--- src/blink_pkg.sv ---
// constants and types for the fault blink annunciator
package blink_pkg;

  // ---------------------------------------------------------------
  // clock and time base
  // ---------------------------------------------------------------
  localparam int CLK_HZ         = 20_000_000;
  localparam int SEC_S          = 1;
  localparam int SEC_CYCLES     = CLK_HZ * SEC_S;
  localparam int HOUR_SECS      = 3600;
  localparam int HOURS_LIMIT    = 200;
  localparam int RUN_WINDOW_S   = 15;
  localparam int START_WAIT     = 3;

  // ---------------------------------------------------------------
  // blink timing defaults in milliseconds and derived cycles
  // ---------------------------------------------------------------
  localparam int FAST_MS        = 200;
  localparam int SLOW_MS        = 600;
  localparam int PAUSE_MS       = 1500;
  localparam int FAST_CYCLES    = CLK_HZ / 1000 * FAST_MS;
  localparam int SLOW_CYCLES    = CLK_HZ / 1000 * SLOW_MS;
  localparam int PAUSE_CYCLES   = CLK_HZ / 1000 * PAUSE_MS;
  localparam logic [7:0] FLAME_MAX_RST = 8'hf0;

  // ---------------------------------------------------------------
  // pilot proving period in seconds
  // ---------------------------------------------------------------
  localparam logic [3:0] PILOT_INTACT_S  = 4'ha;
  localparam logic [3:0] PILOT_CLIPPED_S = 4'h4;

  // ---------------------------------------------------------------
  // fault codes as tens and units digits
  // ---------------------------------------------------------------
  localparam logic [7:0] CODE_NO_FLAME    = 8'h22;
  localparam logic [7:0] CODE_FALSE_FLAME = 8'h21;
  localparam logic [7:0] CODE_OVERRANGE   = 8'h23;
  localparam logic [7:0] CODE_AIRFLOW     = 8'h31;
  localparam logic [7:0] CODE_JUMPER      = 8'h44;
  localparam logic [7:0] CODE_110         = 8'hb0;

  // ---------------------------------------------------------------
  // register byte offsets and interrupt bits
  // ---------------------------------------------------------------
  localparam logic [7:0] CTRL_OFS      = 8'h00;
  localparam logic [7:0] STATUS_OFS    = 8'h04;
  localparam logic [7:0] IRQ_STAT_OFS  = 8'h08;
  localparam logic [7:0] IRQ_MASK_OFS  = 8'h0c;
  localparam logic [7:0] FAST_OFS      = 8'h10;
  localparam logic [7:0] SLOW_OFS      = 8'h14;
  localparam logic [7:0] PAUSE_OFS     = 8'h18;
  localparam logic [7:0] FLAME_MAX_OFS = 8'h1c;
  localparam int IRQ_LOCK    = 0;
  localparam int IRQ_RECYCLE = 1;
  localparam int IRQ_PERM    = 2;

  typedef enum logic [2:0] {
    B_IDLE, B_ON, B_OFF, B_GAP, B_PAUSE
  } blink_t;

endpackage : blink_pkg

--- src/fault_blink_annunciator.sv ---
// fault blink annunciator with jumper supervision and wishbone registers
`timescale 1ns/1ps
module fault_blink_annunciator
  import blink_pkg::*;
#(
  parameter int SEC_CYCLES_P = SEC_CYCLES,
  parameter int HOUR_SECS_P  = HOUR_SECS
) (
  // clock and reset
  input  wire logic        clk_i,
  input  wire logic        rst_i,
  // wishbone slave
  input  wire logic        wb_cyc_i,
  input  wire logic        wb_stb_i,
  input  wire logic        wb_we_i,
  input  wire logic [7:0]  wb_adr_i,
  input  wire logic [3:0]  wb_sel_i,
  input  wire logic [31:0] wb_dat_i,
  output logic      [31:0] wb_dat_o,
  output logic             wb_ack_o,
  output logic             irq_o,
  // pins: jumpers (1 = intact), reset button, saved lockout
  input  wire logic [2:0]  jumper_intact_i,
  input  wire logic        reset_btn_i,
  input  wire logic        lockout_saved_i,
  input  wire logic [7:0]  saved_code_i,
  // sequencer events, same clock
  input  wire logic        flame_present_i,
  input  wire logic        standby_purge_i,
  input  wire logic        in_run_i,
  input  wire logic [7:0]  flame_level_i,
  input  wire logic        flame_fail_i,
  input  wire logic        airflow_fail_i,
  // indications and actions
  output logic             power_led_o,
  output logic             lockout_o,
  output logic [7:0]       fault_code_o,
  output logic             recycle_o,
  output logic [3:0]       pilot_period_s_o
);

  // ---------------------------------------------------------------
  // state
  // ---------------------------------------------------------------
  typedef struct packed {
    blink_t      bst;
    logic        slow_ph;
    logic [25:0] cnt;
    logic [3:0]  left;
    logic [2:0]  j1;
    logic [2:0]  j2;
    logic [2:0]  jsamp;
    logic        b1;
    logic        b2;
    logic        b3;
    logic [8:0]  sv1;
    logic [8:0]  sv2;
    logic [1:0]  start;
    logic        started;
    logic        locked;
    logic        perm;
    logic [7:0]  code;
    logic [24:0] pre;
    logic [11:0] secs;
    logic [7:0]  hours;
    logic [3:0]  run_s;
    logic        special;
    logic [25:0] fast;
    logic [25:0] slow;
    logic [25:0] pause;
    logic [7:0]  fmax;
    logic [2:0]  irq;
    logic [2:0]  mask;
    logic        ack;
    logic [31:0] dat;
    logic        irq_out;
    logic        led;
    logic        recycle;
    logic [3:0]  pilot_s;
  } state_t;

  state_t st;
  state_t next_st;

  logic        sec_tick;
  logic        hour_tick;
  logic        jump_chg;
  logic        press;
  logic        trip;
  logic [7:0]  trip_code;
  logic        done;
  logic [25:0] lim;
  logic [2:0]  ev;
  logic [2:0]  clr;
  logic        rd;
  logic        wr;
  logic [31:0] wm;
  logic [31:0] wv;
  logic [31:0] rv;
  blink_t      first_st;
  logic [3:0]  first_left;
  logic        first_slow;

  // ---------------------------------------------------------------
  // next state
  // ---------------------------------------------------------------
  always_comb begin
    next_st   = st;
    trip      = 1'b0;
    trip_code = 8'h00;
    ev        = 3'b000;
    clr       = 3'b000;
    rv        = 32'h0000_0000;
    next_st.recycle = 1'b0;

    // two-flop synchronisers on pins
    next_st.j1  = jumper_intact_i;
    next_st.j2  = st.j1;
    next_st.b1  = reset_btn_i;
    next_st.b2  = st.b1;
    next_st.b3  = st.b2;
    next_st.sv1 = {lockout_saved_i, saved_code_i};
    next_st.sv2 = st.sv1;
    press       = st.b2 & ~st.b3;

    // second, hour and run-time base
    sec_tick  = (st.pre >= 25'(SEC_CYCLES_P - 1));
    hour_tick = sec_tick && (st.secs >= 12'(HOUR_SECS_P - 1));
    next_st.pre = sec_tick ? 25'd0 : st.pre + 25'd1;
    if (sec_tick) begin
      next_st.secs = hour_tick ? 12'd0 : st.secs + 12'd1;
    end
    if (hour_tick && st.hours != 8'hff) begin
      next_st.hours = st.hours + 8'd1;
    end
    // seconds into run, saturating at the window
    if (!in_run_i) begin
      next_st.run_s = 4'd0;
    end else if (sec_tick && st.run_s < 4'(RUN_WINDOW_S)) begin
      next_st.run_s = st.run_s + 4'd1;
    end

    // catch straps once the synchronisers have filled
    if (!st.started) begin
      if (st.start == 2'(START_WAIT)) begin
        next_st.started = 1'b1;
        next_st.jsamp   = st.j2;
        next_st.pilot_s = st.j2[0] ? PILOT_INTACT_S
                                   : PILOT_CLIPPED_S;
        if (st.sv2[8]) begin
          next_st.locked = 1'b1;
          next_st.code   = st.sv2[7:0];
          next_st.perm   = (st.sv2[7:0] == CODE_110);
        end
      end else begin
        next_st.start = st.start + 2'd1;
      end
    end

    // fault detection; the first fault is held until cleared or until a late jumper change replaces it with fault 110
    jump_chg = st.started && (st.j2 != st.jsamp);
    if (jump_chg && st.hours >= 8'(HOURS_LIMIT)) begin
      if (!st.perm) begin
        next_st.perm   = 1'b1;
        next_st.locked = 1'b1;
        next_st.code   = CODE_110;
        ev[IRQ_PERM]   = 1'b1;
        ev[IRQ_LOCK]   = 1'b1;
      end
    end else if (st.started && !st.locked) begin
      if (jump_chg) begin
        trip      = 1'b1;
        trip_code = CODE_JUMPER;
      end else if (flame_present_i && standby_purge_i) begin
        trip      = 1'b1;
        trip_code = CODE_FALSE_FLAME;
      end else if (flame_level_i > st.fmax) begin
        trip      = 1'b1;
        trip_code = CODE_OVERRANGE;
      end else if (airflow_fail_i) begin
        if (!st.jsamp[2]) begin
          trip      = 1'b1;
          trip_code = CODE_AIRFLOW;
        end else begin
          next_st.recycle = 1'b1;
        end
      end else if (flame_fail_i) begin
        if (!st.jsamp[1] &&
            !(st.special && st.run_s >= 4'(RUN_WINDOW_S))) begin
          trip      = 1'b1;
          trip_code = CODE_NO_FLAME;
        end else begin
          next_st.recycle = 1'b1;
        end
      end
    end else if (st.locked && !st.perm && press) begin
      next_st.locked = 1'b0;
      next_st.code   = 8'h00;
    end
    if (trip) begin
      next_st.locked = 1'b1;
      next_st.code   = trip_code;
      ev[IRQ_LOCK]   = 1'b1;
    end
    ev[IRQ_RECYCLE] = next_st.recycle;

    // blink pattern: tens fast, gap, units slow, pause, repeat
    if (st.code[7:4] != 4'h0) begin
      first_st   = B_ON;
      first_left = st.code[7:4];
      first_slow = 1'b0;
    end else if (st.code[3:0] != 4'h0) begin
      first_st   = B_ON;
      first_left = st.code[3:0];
      first_slow = 1'b1;
    end else begin
      first_st   = B_PAUSE;
      first_left = 4'h0;
      first_slow = 1'b0;
    end
    if (st.bst == B_ON || st.bst == B_OFF) begin
      lim = st.slow_ph ? st.slow : st.fast;
    end else begin
      lim = st.pause;
    end
    done = (st.cnt + 26'd1 >= lim);
    next_st.cnt = done ? 26'd0 : st.cnt + 26'd1;
    case (st.bst)
      B_IDLE: begin
        next_st.led = 1'b1;
        next_st.cnt = 26'd0;
        // open dark so the first blink is not lost in steady light
        if (st.locked) begin
          next_st.bst = B_PAUSE;
          next_st.led = 1'b0;
        end
      end
      B_ON: begin
        if (done) begin
          next_st.bst = B_OFF;
          next_st.led = 1'b0;
        end
      end
      B_OFF: begin
        if (done) begin
          if (st.left > 4'd1) begin
            next_st.left = st.left - 4'd1;
            next_st.bst  = B_ON;
            next_st.led  = 1'b1;
          end else if (!st.slow_ph && st.code[3:0] != 4'h0) begin
            next_st.bst = B_GAP;
          end else begin
            next_st.bst = B_PAUSE;
          end
        end
      end
      B_GAP: begin
        if (done) begin
          next_st.bst     = B_ON;
          next_st.slow_ph = 1'b1;
          next_st.left    = st.code[3:0];
          next_st.led     = 1'b1;
        end
      end
      B_PAUSE: begin
        if (done) begin
          next_st.bst     = first_st;
          next_st.left    = first_left;
          next_st.slow_ph = first_slow;
          next_st.led     = (first_st == B_ON);
        end
      end
      default: begin
        next_st.bst = B_IDLE;
      end
    endcase
    // fault cleared: steady power indication
    if (!next_st.locked) begin
      next_st.bst = B_IDLE;
      next_st.led = 1'b1;
      next_st.cnt = 26'd0;
    end

    // wishbone: data and ack one cycle after the strobe
    rd = wb_cyc_i && wb_stb_i && !st.ack;
    wr = wb_cyc_i && wb_stb_i && wb_we_i && st.ack;
    next_st.ack = rd;
    wm = {{8{wb_sel_i[3]}}, {8{wb_sel_i[2]}},
          {8{wb_sel_i[1]}}, {8{wb_sel_i[0]}}};
    wv = wb_dat_i & wm;
    if (wb_adr_i == CTRL_OFS) begin
      rv = {31'h0, st.special};
      if (wr && wb_sel_i[0]) next_st.special = wb_dat_i[0];
    end else if (wb_adr_i == STATUS_OFS) begin
      rv = {st.hours, st.code, 1'b0, st.jsamp, st.pilot_s,
            5'h00, st.started, st.perm, st.locked};
    end else if (wb_adr_i == IRQ_STAT_OFS) begin
      rv = {29'h0, st.irq};
      if (wr) clr = wv[2:0];
    end else if (wb_adr_i == IRQ_MASK_OFS) begin
      rv = {29'h0, st.mask};
      if (wr && wb_sel_i[0]) next_st.mask = wb_dat_i[2:0];
    end else if (wb_adr_i == FAST_OFS) begin
      rv = {6'h00, st.fast};
      if (wr) next_st.fast = 26'((st.fast & ~wm) | wv);
    end else if (wb_adr_i == SLOW_OFS) begin
      rv = {6'h00, st.slow};
      if (wr) next_st.slow = 26'((st.slow & ~wm) | wv);
    end else if (wb_adr_i == PAUSE_OFS) begin
      rv = {6'h00, st.pause};
      if (wr) next_st.pause = 26'((st.pause & ~wm) | wv);
    end else if (wb_adr_i == FLAME_MAX_OFS) begin
      rv = {24'h0, st.fmax};
      if (wr && wb_sel_i[0]) next_st.fmax = wb_dat_i[7:0];
    end
    if (rd) next_st.dat = rv;

    // sticky events: a new event wins over the clearing write
    next_st.irq     = (st.irq & ~clr) | ev;
    next_st.irq_out = |(next_st.irq & next_st.mask);
  end

  // ---------------------------------------------------------------
  // registers
  // ---------------------------------------------------------------
  always_ff @(posedge clk_i) begin
    if (rst_i) begin
      st         <= '0;
      st.led     <= 1'b1;
      st.fast    <= 26'(FAST_CYCLES);
      st.slow    <= 26'(SLOW_CYCLES);
      st.pause   <= 26'(PAUSE_CYCLES);
      st.fmax    <= FLAME_MAX_RST;
      st.pilot_s <= PILOT_INTACT_S;
    end else begin
      st <= next_st;
    end
  end

  // ---------------------------------------------------------------
  // outputs straight from flops
  // ---------------------------------------------------------------
  assign wb_dat_o         = st.dat;
  assign wb_ack_o         = st.ack;
  assign irq_o            = st.irq_out;
  assign power_led_o      = st.led;
  assign lockout_o        = st.locked;
  assign fault_code_o     = st.code;
  assign recycle_o        = st.recycle;
  assign pilot_period_s_o = st.pilot_s;

endmodule : fault_blink_annunciator

--- config.mk ---
export PLATFORM = sky130hd
export DESIGN_NAME = fault_blink_annunciator
export DESIGN_NICKNAME = d
export VERILOG_FILES = /design/src/blink_pkg.sv /design/src/fault_blink_annunciator.sv
export SDC_FILE = /design/constraint.sdc
export NUM_CORES = 1
export LEC_CHECK = 0
export ABC_AREA = 0
export BUFFER_PORTS_ARGS = -buffer_cell sky130_fd_sc_hd__buf_2
export CORE_MARGIN = 2
export CORE_UTILIZATION = 60
export DETAILED_ROUTE_END_ITERATION = 6
export HOLD_SLACK_MARGIN = 0.02
export PLACE_DENSITY = 0.83
export REMOVE_ABC_BUFFERS = 1
export SETUP_SLACK_MARGIN = 0.5
export SYNTH_ARGS = -nofsm -noshare
export SYNTH_HDL_FRONTEND = slang
export SYNTH_SLANG_ARGS = --single-unit
export TNS_END_PERCENT = 50
--- constraint.sdc ---
create_clock -name clk_i -period 11.42 [get_ports clk_i]
set_clock_uncertainty 0.05 [all_clocks]
set_input_delay 0.571 -clock clk_i [delete_from_list [all_inputs] [get_ports clk_i]]
set_output_delay 0.571 -clock clk_i [all_outputs]
set_load 0.05 [all_outputs]
==> flow_metrics.env <==
export IMPL_max_freq_mhz=213
export IMPL_core_um2=20800
export IMPL_clk_latency_ns=0.53
export IMPL_hold_path_class="input pin to register"
export IMPL_firstDrtPassIters=5
export IMPL_worstPathRequired_ns=11.81
export IMPL_yosysTopAreaCellShare_pct=40.7
export IMPL_syn2layout_area_growth_pct=10.4
export IMPL_hold_buffers=0
export IMPL_synthMuxAreaShare_pct=6.98
export IMPL_tns_ns=0
export IMPL_cap_violations=0
export IMPL_place_port_buffers=116
export IMPL_seq_area_frac_synth_pct=40.7
export IMPL_rsz0062_at_grt="no"
export IMPL_pin_count=124
export IMPL_yosys_top_cells_count="dfxtp_1, nand2_1, nor2_1, a21oi_1, nand3_1"
export IMPL_r2r_cells=13
export IMPL_synth_xor_area_share_pct=4.44
export IMPL_wl_per_cell_um=17.0
export IMPL_synth_compound_area_share_pct=13.6
export IMPL_yosysWarnings=0
export IMPL_post_cts_resized=0
export IMPL_dp_hpwl_um=21400
export IMPL_fin_crit_sh_pct=41.1
export IMPL_antenna_found_initial=0
export IMPL_die_area_um2=22200
export IMPL_reg2reg_slack_ns=6.73
export IMPL_slew_limit_headroom_pct=18.4
export IMPL_route_detailed_drc=0
export IMPL_cts_buffers=27
export IMPL_gr_total_overflow=0
export IMPL_yosysMostFrequentCell="dfxtp_1"
export IMPL_final_util_pct=67.0
export IMPL_hold_viol=0
export IMPL_num_rows=53
export IMPL_slew_viol_final=0
export IMPL_h_tree_depth=1
export IMPL_grt_pass1_vias=10600
export IMPL_yosysUniqueCellTypes=61
export IMPL_cts_clk_slew_worst_paths_ns=0.06
export IMPL_reg2reg_from="st[257]"
export IMPL_synth_area_top_cells="dfxtp_1, mux2i_1, nand2_1, a21oi_1, nand3_1"
export IMPL_grt_usage_pct=28.1
export IMPL_endpoint="st[231]"
export IMPL_die_w_um=149
export IMPL_vias=11000
export IMPL_root_buffer="clkbuf_16"
export IMPL_powerDensity_nw_per_um2=141
export IMPL_period_minus_slack_ns=4.69
export IMPL_tritoncts="yes"
export IMPL_drive_gt1_share_pct=12.4
export IMPL_syn_inst=1522
export IMPL_run_status="complete, no violations"
export IMPL_gp_congestion=0.916
export IMPL_synth_seq_cells=257
export IMPL_synthArstFlopShare_pct=0
export IMPL_syn_avg_cell_area_um2=8.30
export IMPL_drtAntennaViolNets=0
export IMPL_nets=1675
export IMPL_worstReg2RegEnd="st[231]"
export IMPL_yosys_area_share_adder_pct=4.26
export IMPL_cp_start_kind="register"
export IMPL_first_iter_violations=1071
export IMPL_post_cts_setup_buffer_count=0
export IMPL_cts_sinks=257
export IMPL_path_class="register to register"
export IMPL_initial_utilization_pct=60.6
export IMPL_synth_edf_count=0
export IMPL_irDropWorstVdd_v=0.000132
export IMPL_cp_startpoint="st[257]"
export IMPL_crit_path_end_kind="register"
export IMPL_die_h_um=149
export IMPL_synth_area_um2=12600
export IMPL_yosysTopAreaCell="dfxtp_1"
export IMPL_grt_pass1_wl_um=51100
export IMPL_leakage_nw=5.59
export IMPL_setup_viol=0
export IMPL_synth_simple_gate_area_share_pct=23.7
export IMPL_clock_tree_buffer_depth=3
export IMPL_synth_main_ff_cell="dfxtp_1"
export IMPL_via_per_inst=5.94
export IMPL_crit_arrival_ns=5.08
export IMPL_wirelength_um=31500
export IMPL_crit_fanout=52
export IMPL_synth_top_family_by_area="simple AND/OR/NAND/NOR gates"
export IMPL_grt_max_degree=102
export IMPL_worst_pin_slew_ns=1.22
cell families (layout without fill, tap and decap cells):
kind of cell | count (synthesis) | in the layout
adders and majority gates | 43 | 43
AOI/OAI and AO/OA | 292 | 292
DFF | 257 | 257
and+or+nand+nor | 621 | 621
other | 1 | 2
xor gates and xnor gates | 64 | 64
buffers and inverters | 161 | 216
muxes | 83 | 83
stage by stage:
stage	setup slack (ns)	cell area (µm²)	power [mW]	cells	hold slack, ns
finish	6.73	13900	1.97	1853	0.205
global route	6.47	13900	2.02	1852	0.204
CTS	6.82	13900	1.97	1852	0.192
detailed placement	6.87	13000	1.07	1803	0.376
global placement	7.06	13000	1.07	1803	0.372
floorplan	6.95	12000	1.01	1400	0.364
power breakdown:
group	switching, mW	internal (mW)	total [mW]
clock network	0.360	0.550	0.911
logic	0.0885	0.0400	0.128
registers	0.0157	0.911	0.926
total	0.464	1.50	1.97
layout make-up:
type / count / area [µm²]
clock inverter: 14 / 181
timing repair buffer: 128 / 673
multi-input combinational: 1104 / 6710
antenna: 1 / 2.50
fill: 1692 / 6880
sequential: 257 / 5140
clock buffer: 35 / 746
tap: 275 / 344
inverter: 39 / 146
worst max-delay path, stage by stage (launching register included):
cell and delay [ns]:
dfxtp_1 0.55, xnor2_1 0.13, nor2_2 0.09, buf_4 0.42
nand2_1 0.13, o21ai_0 0.14, ha_1 0.31, a211oi_1 0.27
nand2_1 0.07, a211oi_1 0.39, o21ai_0 0.33, nor2b_1 0.60
o2111ai_2 0.77, nor2b_1 0.31
layout by cell type (no fill, tap or decap), drive strengths merged, types with 35 or more instances in the layout:
cell	synthesis	routed
o21ai	76	76
nor2	141	141
inv	39	39
dfxtp	257	257
clkbuf	63	35
ha	43	43
buf	59	128
nor2b	68	68
mux2i	79	79
xor2	37	37
nand3	108	108
nand2	190	190
a21oi	132	132
worst min-delay path by stage:
stage / slack (ns) / depth (start not counted) / to / startpoint
after detailed placement: 0.38 / 1 / st[197] / next_st[197]
after floorplan: 0.36 / 1 / next_st[213] / next_st[214]
after global routing: 0.20 / 2 / next_st[221] / jumper_intact_i[2]
final: 0.20 / 2 / next_st[198] / saved_code_i[3]
after CTS: 0.19 / 2 / next_st[195] / saved_code_i[0]
after global placement: 0.37 / 1 / st[201] / next_st[201]
per-layer routing:
metal | share of wire [%] | routed length, µm | vias up | GRT usage (%)
met4 | 3.3 | 1050 | 0 | 10.8
met5 | 0 | 0 | - | 0
met1 | 40 | 12800 | 5136 | 34.9
li1 | - | - | 5327 | -
met3 | 7.2 | 2280 | 78 | 4.56
met2 | 49 | 15500 | 464 | 48.8
(Power assumes the default switching activity.)
